`config.mk`:
```
export PLATFORM = sky130hd
export DESIGN_NAME = acp_parser
export DESIGN_NICKNAME = d
export VERILOG_FILES = /design/src/acp_pkg.sv /design/src/acp_fifo.sv /design/src/acp_parser.sv
export SDC_FILE = /design/constraint.sdc
export NUM_CORES = 1
export LEC_CHECK = 0
export BUFFER_PORTS_ARGS = -buffer_cell sky130_fd_sc_hd__buf_2
export CAP_MARGIN = 20
export CORE_ASPECT_RATIO = 1.75
export CORE_MARGIN = 4
export CORE_UTILIZATION = 60
export CTS_CLUSTER_DIAMETER = 200
export DETAILED_ROUTE_END_ITERATION = 6
export GPL_TIMING_DRIVEN = 0
export PLACE_DENSITY_LB_ADDON = 0.2
export SYNTH_ARGS = -nofsm -noshare
export SYNTH_HDL_FRONTEND = slang
export SYNTH_SLANG_ARGS = --single-unit
```
`constraint.sdc`:
```
create_clock -name clk_in -period 6.85 [get_ports clk_in]
set_input_delay 1.7125 -clock clk_in [delete_from_list [all_inputs] [get_ports clk_in]]
set_output_delay 1.7125 -clock clk_in [all_outputs]
set_load 0.005 [all_outputs]
```
`src/acp_pkg.sv`:
```
// Package with constants and types for the ASCII command parser.
`default_nettype none
package acp_pkg;
	localparam int MNEM_LEN = 4;
	localparam int CMD_BUF_MAX = 255;
	localparam int PAR_BUF_MAX = 25;
	localparam int PAR_COUNT = 3;
	localparam int ESR_EXEC_BIT = 4;
	localparam int ESR_CMD_BIT = 5;
	localparam int FIFO_DEPTH = 16;
	localparam int ERRQ_DEPTH = 4;
	localparam logic [7:0] CH_SEMI = 8'h3B;
	localparam logic [7:0] CH_CR = 8'h0D;
	localparam logic [7:0] CH_LF = 8'h0A;
	localparam logic [7:0] CH_QUERY = 8'h3F;
	localparam logic [7:0] CH_STAR = 8'h2A;
	localparam logic [7:0] CH_COMMA = 8'h2C;
	localparam logic [7:0] CH_MINUS = 8'h2D;
	localparam logic [7:0] CH_DOT = 8'h2E;
	localparam logic [7:0] CH_PLUS = 8'h2B;
	localparam logic [7:0] CH_E = 8'h45;
	localparam logic [7:0] CH_LOWER_BIT = 8'h20;
	localparam logic [7:0] ERR_NONE = 8'h00;
	localparam logic [7:0] ERR_PAR_OVF = 8'h6E;
	localparam logic [7:0] ERR_UNKNOWN = 8'h6F;
	localparam logic [7:0] ERR_SHORT = 8'h70;
	localparam logic [7:0] ERR_BAD_PAR = 8'h71;
	localparam logic [7:0] ERR_EXEC = 8'h72;
	localparam logic [31:0] MN_CLS = 32'h2A434C53;

	typedef enum logic [1:0] {
		ACP_PT_INT,
		ACP_PT_FREQ,
		ACP_PT_TIME,
		ACP_PT_VOLT
	} acp_ptype_t;

	typedef struct packed {
		logic [7:0] data;
		logic eoi;
	} acp_char_t;

	typedef struct packed {
		logic [31:0] mnemonic;
		logic query;
		logic [1:0] npar;
		logic [2:0] par_present;
		logic [2:0] par_is_float;
		logic [31:0] par0_int;
		logic [31:0] par1_int;
		logic [31:0] par2_int;
	} acp_cmd_t;
endpackage
`default_nettype wire

```
`src/acp_fifo.sv`:
```
// Synchronous FIFO with valid and ready on both sides.
`timescale 1ns/100ps
`default_nettype none
module acp_fifo #(
	parameter int WIDTH = 9,
	parameter int DEPTH = 16
) (
	input wire logic clk_in,
	input wire logic srst_in,
	input wire logic flush_in,
	input wire logic [WIDTH-1:0] wr_data_in,
	input wire logic wr_valid_in,
	output logic wr_ready_out,
	output logic [WIDTH-1:0] rd_data_out,
	output logic rd_valid_out,
	input wire logic rd_ready_in
);
	localparam int AW = $clog2(DEPTH);
	if (DEPTH < 2 || (1 << AW) != DEPTH || WIDTH < 1) begin : g_bad_size
		$error("acp_fifo: DEPTH must be a power of two >= 2");
	end
	logic [WIDTH-1:0] mem_q [DEPTH];
	logic [AW:0] wp_q;
	logic [AW:0] rp_q;
	logic do_wr;
	logic do_rd;
	assign wr_ready_out = (wp_q - rp_q) != (AW+1)'(DEPTH);
	assign rd_valid_out = wp_q != rp_q;
	assign rd_data_out = mem_q[rp_q[AW-1:0]];
	assign do_wr = wr_valid_in && wr_ready_out;
	assign do_rd = rd_valid_out && rd_ready_in;
	always_ff @(posedge clk_in) begin
		if (do_wr)
			mem_q[wp_q[AW-1:0]] <= wr_data_in;
	end
	always_ff @(posedge clk_in) begin
		if (srst_in || flush_in) begin
			wp_q <= '0;
			rp_q <= '0;
		end else begin
			if (do_wr)
				wp_q <= wp_q + 1'b1;
			if (do_rd)
				rp_q <= rp_q + 1'b1;
		end
	end
endmodule // acp_fifo
`default_nettype wire

```
`src/acp_parser.sv`:
```
// ASCII command parser: buffers, terminators, mnemonic decode and errors.
`timescale 1ns/100ps
`default_nettype none
module acp_parser #(
	parameter int CMD_MAX = acp_pkg::CMD_BUF_MAX,
	parameter int PAR_MAX = acp_pkg::PAR_BUF_MAX,
	parameter int NUM_KNOWN = 8,
	parameter logic [NUM_KNOWN*32-1:0] KNOWN_MNEMONICS = {
		32'h2A434C53, 32'h2A455352, 32'h2A525354, 32'h2A4F5043,
		32'h4C455252, 32'h494E5352, 32'h444C4159, 32'h54524154}
) (
	input wire logic clk_in,
	input wire logic srst_in,
	input wire logic [7:0] rx_data_in,
	input wire logic rx_eoi_in,
	input wire logic rx_valid_in,
	output logic rx_ready_out,
	output logic cmd_valid_out,
	output acp_pkg::acp_cmd_t cmd_out,
	input wire logic cmd_ready_in,
	input wire logic exec_fail_in,
	input wire logic [7:0] exec_code_in,
	input wire logic inst_stat_set_in,
	input wire logic [7:0] inst_stat_bits_in,
	output logic [7:0] inst_stat_out,
	output logic [7:0] esr_out,
	output logic err_pop_in_unused_out,
	input wire logic err_pop_in,
	output logic [7:0] err_code_out,
	output logic err_empty_out,
	output logic flush_out_out
);
	// Counters are eight and five bits wide, which bounds both sizes.
	if (CMD_MAX < acp_pkg::MNEM_LEN + 1 || CMD_MAX > 255) begin : g_bad_cmd
		$error("acp_parser: command buffer size out of range");
	end
	if (PAR_MAX < 1 || PAR_MAX > 31) begin : g_bad_par
		$error("acp_parser: parameter buffer size out of range");
	end
	typedef enum {ACP_ST_IDLE, ACP_ST_RUN, ACP_ST_WAIT} acp_state_t;
	acp_state_t state_q;
	acp_pkg::acp_char_t fifo_out;
	logic fifo_valid;
	logic fifo_take;
	logic flush_q;
	logic pend_lf_q;
	logic [7:0] ch;
	logic is_term;
	logic [7:0] cnt_q;
	logic [2:0] mpos_q;
	logic [31:0] mnem_q;
	logic query_q;
	logic [1:0] pidx_q;
	logic [4:0] plen_q;
	logic [2:0] ppres_q;
	logic [2:0] pflt_q;
	logic [31:0] pint_q [acp_pkg::PAR_COUNT];
	logic pneg_q;
	logic par_ovf_q;
	logic bad_par_q;
	logic cmd_ovf;
	logic syntax_err;
	logic [7:0] syn_code;
	logic [7:0] esr_q;
	logic [7:0] inst_stat_q;
	logic [7:0] errq_q [acp_pkg::ERRQ_DEPTH];
	logic [2:0] errn_q;
	logic push_err;
	logic [7:0] push_code;
	logic do_cls;
	acp_pkg::acp_cmd_t cmd_q;

	function automatic logic [7:0] to_upper(input logic [7:0] c);
		if (c >= 8'h61 && c <= 8'h7A)
			return c & ~acp_pkg::CH_LOWER_BIT;
		return c;
	endfunction
	function automatic logic is_digit(input logic [7:0] c);
		return c >= 8'h30 && c <= 8'h39;
	endfunction
	function automatic logic known(input logic [31:0] m);
		logic hit;
		hit = 1'b0;
		for (int i = 0; i < NUM_KNOWN; i++)
			if (KNOWN_MNEMONICS[i*32 +: 32] == m)
				hit = 1'b1;
		return hit;
	endfunction

	// The FIFO lets the interface keep delivering while a command executes.
	acp_fifo #(.WIDTH(9), .DEPTH(acp_pkg::FIFO_DEPTH)) u_fifo (
		.clk_in(clk_in),
		.srst_in(srst_in),
		.flush_in(flush_q),
		.wr_data_in({rx_data_in, rx_eoi_in}),
		.wr_valid_in(rx_valid_in),
		.wr_ready_out(rx_ready_out),
		.rd_data_out(fifo_out),
		.rd_valid_out(fifo_valid),
		.rd_ready_in(fifo_take)
	);

	// The appended line feed is injected before the next stored character.
	assign ch = pend_lf_q ? acp_pkg::CH_LF : to_upper(fifo_out.data);
	assign is_term = ch == acp_pkg::CH_SEMI || ch == acp_pkg::CH_CR ||
		ch == acp_pkg::CH_LF;
	assign fifo_take = state_q != ACP_ST_WAIT && !pend_lf_q && fifo_valid;
	wire logic step = state_q != ACP_ST_WAIT && (pend_lf_q || fifo_valid);
	assign cmd_ovf = step && !is_term && cnt_q == 8'(CMD_MAX);
	assign syn_code = par_ovf_q ? acp_pkg::ERR_PAR_OVF :
		mpos_q != 3'(acp_pkg::MNEM_LEN) ? acp_pkg::ERR_SHORT :
		bad_par_q ? acp_pkg::ERR_BAD_PAR : acp_pkg::ERR_UNKNOWN;
	assign syntax_err = step && is_term && state_q == ACP_ST_RUN &&
		(par_ovf_q || bad_par_q || mpos_q != 3'(acp_pkg::MNEM_LEN) ||
		!known(mnem_q));
	assign do_cls = cmd_valid_out && cmd_ready_in &&
		cmd_q.mnemonic == acp_pkg::MN_CLS && !cmd_q.query;
	assign push_err = syntax_err || exec_fail_in;
	assign push_code = syntax_err ? syn_code : exec_code_in;

	always_ff @(posedge clk_in) begin
		if (srst_in)
			pend_lf_q <= 1'b0;
		else if (pend_lf_q && step)
			pend_lf_q <= 1'b0;
		else if (fifo_take && fifo_out.eoi && fifo_out.data != acp_pkg::CH_LF)
			pend_lf_q <= 1'b1;
	end

	always_ff @(posedge clk_in) begin
		if (srst_in)
			flush_q <= 1'b0;
		else
			flush_q <= cmd_ovf;
	end

	always_ff @(posedge clk_in) begin
		if (srst_in || cmd_ovf) begin
			state_q <= ACP_ST_IDLE;
			cnt_q <= 8'h00;
			mpos_q <= 3'h0;
			mnem_q <= 32'h0000_0000;
			query_q <= 1'b0;
			pidx_q <= 2'h0;
			plen_q <= 5'h00;
			ppres_q <= 3'h0;
			pflt_q <= 3'h0;
			pneg_q <= 1'b0;
			par_ovf_q <= 1'b0;
			bad_par_q <= 1'b0;
			for (int i = 0; i < acp_pkg::PAR_COUNT; i++)
				pint_q[i] <= 32'h0000_0000;
		end else if (state_q == ACP_ST_WAIT) begin
			if (cmd_ready_in)
				state_q <= ACP_ST_IDLE;
		end else if (step) begin
			if (is_term) begin
				// Execution is handed on only once the terminator arrives.
				if (state_q == ACP_ST_RUN && !syntax_err)
					state_q <= ACP_ST_WAIT;
				else
					state_q <= ACP_ST_IDLE;
				cnt_q <= 8'h00;
				mpos_q <= 3'h0;
				mnem_q <= 32'h0000_0000;
				query_q <= 1'b0;
				pidx_q <= 2'h0;
				plen_q <= 5'h00;
				pneg_q <= 1'b0;
				par_ovf_q <= 1'b0;
				bad_par_q <= 1'b0;
			end else begin
				state_q <= ACP_ST_RUN;
				cnt_q <= cnt_q + 8'h01;
				if (state_q == ACP_ST_IDLE) begin
					ppres_q <= 3'h0;
					pflt_q <= 3'h0;
					for (int i = 0; i < acp_pkg::PAR_COUNT; i++)
						pint_q[i] <= 32'h0000_0000;
				end
				if (mpos_q < 3'(acp_pkg::MNEM_LEN)) begin
					mnem_q <= {mnem_q[23:0], ch};
					mpos_q <= mpos_q + 3'h1;
				end else if (ch == acp_pkg::CH_QUERY && cnt_q ==
					8'(acp_pkg::MNEM_LEN)) begin
					query_q <= 1'b1;
				end else if (ch == acp_pkg::CH_COMMA) begin
					plen_q <= 5'h00;
					pneg_q <= 1'b0;
					// Saturate so a fourth field stays inside the arrays.
					if (pidx_q == 2'(acp_pkg::PAR_COUNT - 1))
						par_ovf_q <= 1'b1;
					else
						pidx_q <= pidx_q + 2'h1;
				end else if (plen_q == 5'(PAR_MAX)) begin
					par_ovf_q <= 1'b1;
				end else begin
					// Missing parameters simply stay absent in the record.
					plen_q <= plen_q + 5'h01;
					ppres_q[pidx_q] <= 1'b1;
					if (is_digit(ch) && !pflt_q[pidx_q])
						pint_q[pidx_q] <= pint_q[pidx_q] * 32'd10 +
							{28'h0, ch[3:0]};
					else if (ch == acp_pkg::CH_DOT || ch == acp_pkg::CH_E)
						pflt_q[pidx_q] <= 1'b1;
					else if (ch == acp_pkg::CH_MINUS && plen_q == 5'h00)
						pneg_q <= 1'b1;
					else if (!(is_digit(ch) || ch == acp_pkg::CH_PLUS ||
						ch == acp_pkg::CH_MINUS))
						bad_par_q <= 1'b1;
				end
			end
		end
	end

	// Float parameters are passed as present and flagged; conversion of the
	// text to hertz, seconds or volts is left to the executing logic.
	always_ff @(posedge clk_in) begin
		if (srst_in)
			cmd_q <= '0;
		else if (step && is_term && state_q == ACP_ST_RUN && !syntax_err) begin
			cmd_q.mnemonic <= mnem_q;
			cmd_q.query <= query_q;
			cmd_q.npar <= ppres_q[2] ? 2'h3 : ppres_q[1] ? 2'h2 :
				ppres_q[0] ? 2'h1 : 2'h0;
			cmd_q.par_present <= ppres_q;
			cmd_q.par_is_float <= pflt_q;
			cmd_q.par0_int <= pint_q[0];
			cmd_q.par1_int <= pint_q[1];
			cmd_q.par2_int <= (pidx_q == 2'h2 && pneg_q) ? -pint_q[2] : pint_q[2];
		end
	end
	assign cmd_valid_out = state_q == ACP_ST_WAIT;
	assign cmd_out = cmd_q;

	always_ff @(posedge clk_in) begin
		if (srst_in)
			esr_q <= 8'h00;
		else begin
			// A failure in the cycle of a clear-status outlives the clear.
			if (do_cls)
				esr_q <= 8'h00;
			if (syntax_err)
				esr_q[acp_pkg::ESR_CMD_BIT] <= 1'b1;
			if (exec_fail_in)
				esr_q[acp_pkg::ESR_EXEC_BIT] <= 1'b1;
		end
	end

	always_ff @(posedge clk_in) begin
		if (srst_in)
			inst_stat_q <= 8'h00;
		else if (do_cls)
			inst_stat_q <= inst_stat_set_in ? inst_stat_bits_in :
				8'h00;
		else if (inst_stat_set_in)
			inst_stat_q <= inst_stat_q | inst_stat_bits_in;
	end

	// The queue drops the newest code when full, so the oldest cause stays.
	always_ff @(posedge clk_in) begin
		if (srst_in)
			errn_q <= 3'h0;
		else if (do_cls) begin
			// A cause reported with the clear stays as the only entry.
			errq_q[0] <= push_code;
			errn_q <= push_err ? 3'h1 : 3'h0;
		end else if (push_err && errn_q != 3'(acp_pkg::ERRQ_DEPTH)) begin
			errq_q[errn_q[1:0]] <= push_code;
			errn_q <= errn_q + 3'h1;
		end else if (err_pop_in && errn_q != 3'h0) begin
			for (int i = 0; i < acp_pkg::ERRQ_DEPTH - 1; i++)
				errq_q[i] <= errq_q[i+1];
			errn_q <= errn_q - 3'h1;
		end
	end

	assign esr_out = esr_q;
	assign inst_stat_out = inst_stat_q;
	assign err_empty_out = errn_q == 3'h0;
	assign err_code_out = errn_q == 3'h0 ? acp_pkg::ERR_NONE : errq_q[0];
	assign err_pop_in_unused_out = 1'b0;
	assign flush_out_out = flush_q;
endmodule // acp_parser
`default_nettype wire

```
==> results of run 1 <==
cells in the final DEF, fill, tap and decap left out, types with 10 or more instances in the layout:
cell type  Yosys  layout
nor2b_1       15      15
inv_1         73      73
o21ai_0       40      40
buf_2          4     193
xor2_1        40      40
edfxtp_1     303     303
nor4_1        13      13
a211oi_1      11      11
ha_1          79      79
nor3_1        41      37
a21oi_1      184     184
nand3_1       27      27
nand2_1      343     340
buf_4          9      19
nor2_1       251     251
clkbuf_1      95      99
a21o_1        21      21
a22o_1        16      16
or3_1         13      13
clkbuf_16      0      47
mux4_2        65      65
o21a_1        13      13
nand4_1       22      22
and2_1        31      30
a22oi_1       43      43
mux2_2        26      26
xnor2_1       46      46
a31oi_1       13      13
dfxtp_1      230     230
and3_1        10      10
nand2b_1      13      13
clkinv_2       0      10
stage by stage:
step | hold WS [ps] | cells | setup slack, ps | area [sq um] | TNS [ps]
CTS | 449 | 3091 | 16.8 | 28200 | 0
detailed placement | 440 | 3005 | -767 | 26600 | -9090
global route | 462 | 3094 | 18.6 | 28300 | 0
global placement | 436 | 2987 | -643 | 26400 | -6090
finish | 448 | 3094 | 247 | 28300 | 0
floorplan | 436 | 2248 | 1480 | 24800 | 0
power by group through the flow:
stage               combinational, W  sequential [W]  clock, W
global route                 0.00532         0.00454   0.00282
finish                       0.00489         0.00450   0.00266
global placement             0.00457         0.00456         0
CTS                          0.00481         0.00449   0.00268
detailed placement           0.00477         0.00456         0
floorplan                    0.00348         0.00435         0
registers in the layout (all words and copies together), names as in the netlist, 3 cells and up, named ones only:
name           cells
u_fifo.wp_q        5
plen_q             5
errq_q            32
u_fifo.mem_q     144
mpos_q             3
mnem_q            32
cnt_q              8
inst_stat_out      8
errn_q             3
pflt_q             3
pint_q           127
cmd_out          137
u_fifo.rp_q        5
ppres_q            3
final timing paths:
| check | to | cells after the start |
|---|---|---|
| worst max-delay path | pint_q[0][31] | 18 |
| worst min-delay path | cmd_out[94] | 2 |
| worst max register to register | pint_q[0][31] | 18 |
| worst min register to register | cmd_out[94] | 2 |
worst min-delay path, delay by kind of cell (launching register included):
kind            cells  cell delay [ps]
compound gates      1               50
flops               1              310
simple gates        1               50
cell usage after synthesis (8+ instances only):
cell | n | share of area
a31oi_1 | 13 | 0.0033
a22o_1 | 16 | 0.0057
or3_1 | 13 | 0.0033
nor2_1 | 251 | 0.038
o21ai_0 | 40 | 0.0081
xnor2_1 | 46 | 0.016
xor2_1 | 40 | 0.014
nor4_1 | 13 | 0.0033
and2_1 | 31 | 0.0078
a21o_1 | 21 | 0.0064
nand2_1 | 343 | 0.052
a211oi_1 | 11 | 0.0033
a21oi_1 | 184 | 0.037
nand4_1 | 22 | 0.0056
nor4b_1 | 10 | 0.0035
inv_1 | 73 | 0.011
nand3_1 | 27 | 0.0055
a22oi_1 | 43 | 0.013
buf_4 | 9 | 0.0027
dfxtp_1 | 230 | 0.19
mux4_2 | 65 | 0.059
nor3_1 | 41 | 0.0083
o21a_1 | 13 | 0.0039
edfxtp_1 | 303 | 0.37
or4_1 | 8 | 0.0024
nor2b_1 | 15 | 0.0038
and3_1 | 10 | 0.0025
nand2b_1 | 13 | 0.0033
mux2_2 | 26 | 0.012
ha_1 | 79 | 0.040
clkbuf_1 | 95 | 0.014
logic make-up after synthesis:
logic type / share of synthesized area
AND/OR/NAND/NOR: 0.159
flip-flops: 0.554
AO/OA/AOI/OAI: 0.104
buffers and inverters: 0.0323
multiplexers: 0.0783
XOR/XNOR: 0.0304
adder cells (fa/ha/maj): 0.0424
other: 0.000152
area by class of cell:
cell class	count	area (sq um)	share of cell area
clock inverters	31	297	0.0105
flip-flops and latches	533	13700	0.485
multi-input cells	1524	10300	0.366
well taps	550	688	0.0244
inverters	73	274	0.00970
plain buffers	118	546	0.0193
clock buffers	55	1230	0.0434
repair buffers	210	1190	0.0420
routing by layer:
metal | up-vias | wire, microns | track usage
met2 | 762 | 39600 | 0.611
li1 | 8622 | - | -
met3 | 295 | 3570 | 0.0424
met1 | 9114 | 23500 | 0.320
met4 | 0 | 6410 | 0.224
met5 | - | 0 | 0
==> results.tsv, run 1 <==
stage	metric	value	unit
sta	Worst-Margin Slew	1060	ps
synthesis	syn_area_per_cell	11.0	sq um
grt	global-route wire length before repair	110	mm
flow_run	max_cap viols	0	
clock_tree	clock tree buffer depth	3	
pwr	Switching Share	0.398	
drt	Routed Antenna Nets	0	
pwr	P_int	0.00725	W
setup_path	Slowest-stage cell, CP	a2111oi_4	
floorplan	std cell rows	98	
floorplan	chip height	277	microns
drt	total wire length	73.1	mm
cells_and_area	share of cells above drive strength 1	0.173	
cells_and_area	post-layout util	0.692	
setup_path	kind of cell adding the most delay to the critical path	simple AND/OR/NAND/NOR gates	
setup_path	CP Data Required Time	7210	ps
drt	vias per cell	6.07	
floorplan	Die X	162	microns
clock_tree	Setup Buffers After CTS	0	
pwr	Combinational Power Share	0.406	
floorplan	die area	44700	sq um
setup_path	CP peak stage delay	530	ps
synthesis	post-synthesis sequential area ratio	0.554	
drt	total number of vias	18800	
setup_path	critical path class	reg -> reg	
drt	routed len/inst	23.6	microns
sta	Tcrit/Tclk final	0.964	
hold_path	hold path start	cmd_out[94]	
pwr	Reg power frac	0.374	
cells_and_area	Area Growth Syn to Fin	14.2	%
synthesis	Yosys warning count	0	
pwr	Cell Pwr Density	427	nW/um^2
cells_and_area	Final Net Count	2620	
setup_path	flop2flop setup slack	250	ps
synthesis	Unique masters post-synth	89	
sta	final setup violating endpoints	0	
cells_and_area	Filler cells	3134	
setup_path	data arrival time of the critical path	6960	ps
clock_tree	CTS root buf	clkbuf_16	
setup_path	worst path bufs/invs	3	
synthesis	Seq cells post-synth	533	
setup_path	worst-path cell chain	clkbuf_4, clkbuf_2, mux4_2, ha_1, ha_1, inv_1, fa_1, nor2b_1, o31ai_2, a21boi_0, a2111oi_4, and4bb_2, nand4_1, nand4bb_1, nor4_2, a31oi_1, or3_1, a21oi_1	
pwr	overall power	0.0121	W
drt	DRC	0	
clock_tree	clk_lat worst skew	580	ps
drt	1st-pass router iterations	6	
grt	gr usage total	0.323	
sta	RSZ-0062 raised after global routing	no	
synthesis	FFs w/ async S/R, synth	0	
grt	initial antenna violation count	0	
clock_tree	clock sinks	533	
setup_path	CP max FO	10	
setup_path	crit start category	flip-flop	
grt	GRT Residual Overflow	0	
sta	Final min period	6600	ps
pwr	Psw	0.00480	W
clock_tree	TritonCTS Buffers	46	
pwr	Leak	10.8	nW
synthesis	predominant post-synthesis flop cell	edfxtp_1	
pwr	Clk pwr share	0.221	
floorplan	initial core utilization	0.606	
clock_tree	Post-CTS Resized	9	
cells_and_area	Antenna Diode Count	0	
sta	Slew Limit Fails	0	
grt	largest net degree at the start of global routing	24	
setup_path	Crit path top cell by count	ha_1	
floorplan	Core Footprint	40800	sq um
pwr	Max IR drop VDD	0.328	mV
clock_tree	H-tree depth	2	
synthesis	Netlist Area Pre-Place	24700	sq um
floorplan	IO Count	198	
clock_tree	CTS tree	done	
sta	Worst slew margin	0.293	
placement	IO Port Bufs	189	
grt	number of global-route vias before repair	19000	
sta	Clock Skews	24.1	ps
setup_path	Worst setup EP type	flip-flop	
synthesis	number of flops mapped to enable cells by yosys	303	
placement	Post-DP HPWL	56.3	mm
hold_path	HP Class	reg -> reg	
drt	initial drt markers	1504	
run_status	status	finished, final reports clean	
synthesis	Gate Count Post-Synth	2242	
sta	final hold violation count	0	
sta	maximum clock rate	151	MHz
clock_tree	# hold bufs at CTS	0	
placement	Final GP Congestion	0.999	
clock_tree	clock-pin slew on the worst setup and hold paths	60	ps
(Power assumes the default switching activity.)
==> inputs of run 2 (changes only) <==
--- a/config.mk
+++ b/config.mk
@@ -14,6 +14,7 @@
 export DETAILED_ROUTE_END_ITERATION = 6
 export GPL_TIMING_DRIVEN = 0
 export PLACE_DENSITY_LB_ADDON = 0.2
+export RECOVER_POWER = 50
 export SYNTH_ARGS = -nofsm -noshare
 export SYNTH_HDL_FRONTEND = slang
 export SYNTH_SLANG_ARGS = --single-unit
==> results.tsv, run 2 (same netlist as run 1, synthesis figures left out) <==
stage	metric	value	unit	change
placement	IO Port Bufs	189		unchanged
drt	routed len/inst	23.6	microns	about the same
grt	number of global-route vias before repair	19000		unchanged
pwr	Leak	10.2	nW	-5.1%
drt	total number of vias	18700		-0.43%
setup_path	CP Depth	18		unchanged
setup_path	critical path class	reg -> reg		
cells_and_area	Area Growth Syn to Fin	13.2	%	
placement	Post-DP HPWL	56.3	mm	unchanged
sta	Tcrit/Tclk final	0.967		+0.00293
floorplan	die area	44700	sq um	unchanged
sta	final hold violation count	0		unchanged
cells_and_area	Final Net Count	2620		unchanged
clock_tree	clock tree buffer depth	3		unchanged
drt	DRC	0		unchanged
setup_path	crit start category	flip-flop		
grt	GRT Residual Overflow	0		unchanged
clock_tree	TritonCTS Buffers	46		unchanged
pwr	Cell Pwr Density	429	nW/um^2	+0.64%
cells_and_area	commonest non-fill, non-tap cell in the layout	nand2_1		
pwr	P_int	0.00723	W	-0.32%
clock_tree	H-tree depth	2		unchanged
flow_run	max_cap viols	0		unchanged
placement	Final GP Congestion	0.999		unchanged
run_status	status	finished, final reports clean		
setup_path	kind of cell adding the most delay to the critical path	simple AND/OR/NAND/NOR gates		
setup_path	worst path bufs/invs	4		+1
sta	Worst slew margin	0.0521		-0.241
sta	Final min period	6620	ps	+20.1 ps
drt	total wire length	73.0	mm	about the same
cells_and_area	Largest register FFs	144		unchanged
sta	Slew Limit Fails	0		unchanged
clock_tree	Setup Buffers After CTS	0		unchanged
setup_path	CP max FO	10		unchanged
clock_tree	CTS tree	done		
hold_path	Worst Hold Path Cells	2		unchanged
pwr	Clk pwr share	0.221		about the same
setup_path	CP Data Required Time	7210	ps	about the same
setup_path	Worst setup EP type	flip-flop		
floorplan	chip height	277	microns	unchanged
floorplan	Die X	162	microns	unchanged
pwr	Combinational Power Share	0.404		-0.002
grt	largest net degree at the start of global routing	24		unchanged
clock_tree	clock sinks	533		unchanged
clock_tree	clock-pin slew on the worst setup and hold paths	60	ps	about the same
hold_path	HP Class	reg -> reg		
sta	maximum clock rate	151	MHz	-0.30%
cells_and_area	share of cells above drive strength 1	0.121		-0.0515
pwr	Switching Share	0.399		about the same
cells_and_area	Antenna Diode Count	0		unchanged
sta	Final WS setup	227	ps	-20.1 ps
sta	Clock Skews	23.5	ps	-0.639 ps
floorplan	Core Footprint	40800	sq um	unchanged
pwr	Psw	0.00479	W	-0.20%
pwr	Reg power frac	0.375		about the same
grt	gr usage total	0.323		unchanged
drt	initial drt markers	1447		-3.8%
pwr	Max IR drop VDD	0.326	mV	-0.37%
grt	global-route wire length before repair	110	mm	unchanged
drt	vias per cell	6.05		-0.43%
cells_and_area	most frequent cells in the layout	340 x nand2_1, 303 x edfxtp_1, 251 x nor2_1, 230 x dfxtp_1, 219 x clkbuf_1		
setup_path	Reg2Reg Depth	18		unchanged
grt	initial antenna violation count	0		unchanged
setup_path	CP peak stage delay	490	ps	-40 ps
sta	Worst-Margin Slew	1410	ps	+350 ps
sta	setup_tns	0	ps	unchanged
sta	RSZ-0062 raised after global routing	no		
clock_tree	clk_lat worst skew	580	ps	about the same
placement	pre-CTS WS	-767	ps	unchanged
floorplan	initial core utilization	0.606		unchanged
setup_path	worst-path cell chain	clkbuf_4, clkbuf_2, mux4_2, ha_1, ha_1, clkbuf_1, a21o_1, a31o_2, clkbuf_1, a211oi_1, o211ai_1, nor3_1, nand4_1, nand4bb_1, nor4_2, a31oi_1, or3_1, a21oi_1		
floorplan	std cell rows	98		unchanged
setup_path	Slowest-stage cell, CP	nor4_2		
clock_tree	CTS root buf	clkbuf_16		
sta	final setup violating endpoints	0		unchanged
floorplan	IO Count	198		unchanged
drt	Routed Antenna Nets	0		unchanged
drt	1st-pass router iterations	6		unchanged
setup_path	data arrival time of the critical path	6990	ps	+30 ps
==> run 2: changes by cell type in the layout (fill, tap and decap cells not counted), moves of 5 or more <==
cell,delta
and2_0,+7
and2_1,-7
buf_2,-108
buf_4,-9
buf_6,-7
clkbuf_1,+120
nor3_1,+5
==> run 2: stage by stage <==
step	total power, W	area, sq um	hold WS [ps]	utilization	cells
3_3_place_gp	0.00914	26400	436	0.647	2987
2_1_floorplan	0.00783	24800	436	-	2248
3_5_place_dp	0.00933	26600	440	0.653	3005
6_report	0.0120	28000	448	0.686	3094
4_1_cts	0.0120	28200	449	0.691	3091
5_1_grt	0.0127	28000	462	0.686	3094
==> run 2: final cells by class <==
type	count	area [sq um]
inverters	73	274
plain buffers	118	543
flip-flops and latches	533	13700
clock buffers	55	1230
repair buffers	210	968
fillers	3233	12800
multi-input cells	1524	10300
well taps	550	688
clock inverters	31	297
==> run 2: timing repair <==
action | in CTS | in global routing
pin swaps | 0 | 0
gates resized for setup | 9 | 7
gates cloned | 0 | 0
setup endpoints to repair | 35 | 12
hold buffers | 0 | 0
==> run 2: worst paths after layout <==
kind                     from            end  slack, ps
setup / recovery    flip-flop  pint_q[0][31]        230
hold / removal    cmd_out[83]    cmd_out[83]        450
setup reg to reg    flip-flop  pint_q[0][31]        230
hold reg to reg   cmd_out[83]    cmd_out[83]        450
==> run 2: routing by layer <==
layer | share of wire | track usage | vias up | routed length [microns]
met3 | 0.052 | 0.0424 | 293 | 3760
li1 | - | - | 8643 | -
met2 | 0.54 | 0.611 | 754 | 39700
met5 | 0 | 0 | - | 0
met1 | 0.32 | 0.320 | 9023 | 23300
met4 | 0.087 | 0.224 | 0 | 6330
==> run 2: power by group through the flow <==
stage | Clock (W) | Sequential [W] | Combinational (W)
detailed placement | 0 | 0.00456 | 0.00477
CTS | 0.00268 | 0.00449 | 0.00481
finish | 0.00266 | 0.00451 | 0.00486
global route | 0.00282 | 0.00454 | 0.00529
floorplan | 0 | 0.00435 | 0.00348
global placement | 0 | 0.00456 | 0.00457
==> run 2: worst register-to-register path: cells and delay by family, from the launching register on <==
| family | cells | cell delay (ps) |
|---|---|---|
| AO/OA/AOI/OAI | 6 | 1580 |
| adder cells (fa/ha/maj) | 2 | 600 |
| buffers and inverters | 4 | 1300 |
| flip-flops | 1 | 450 |
| multiplexers | 1 | 420 |
| AND/OR/NAND/NOR | 5 | 2050 |
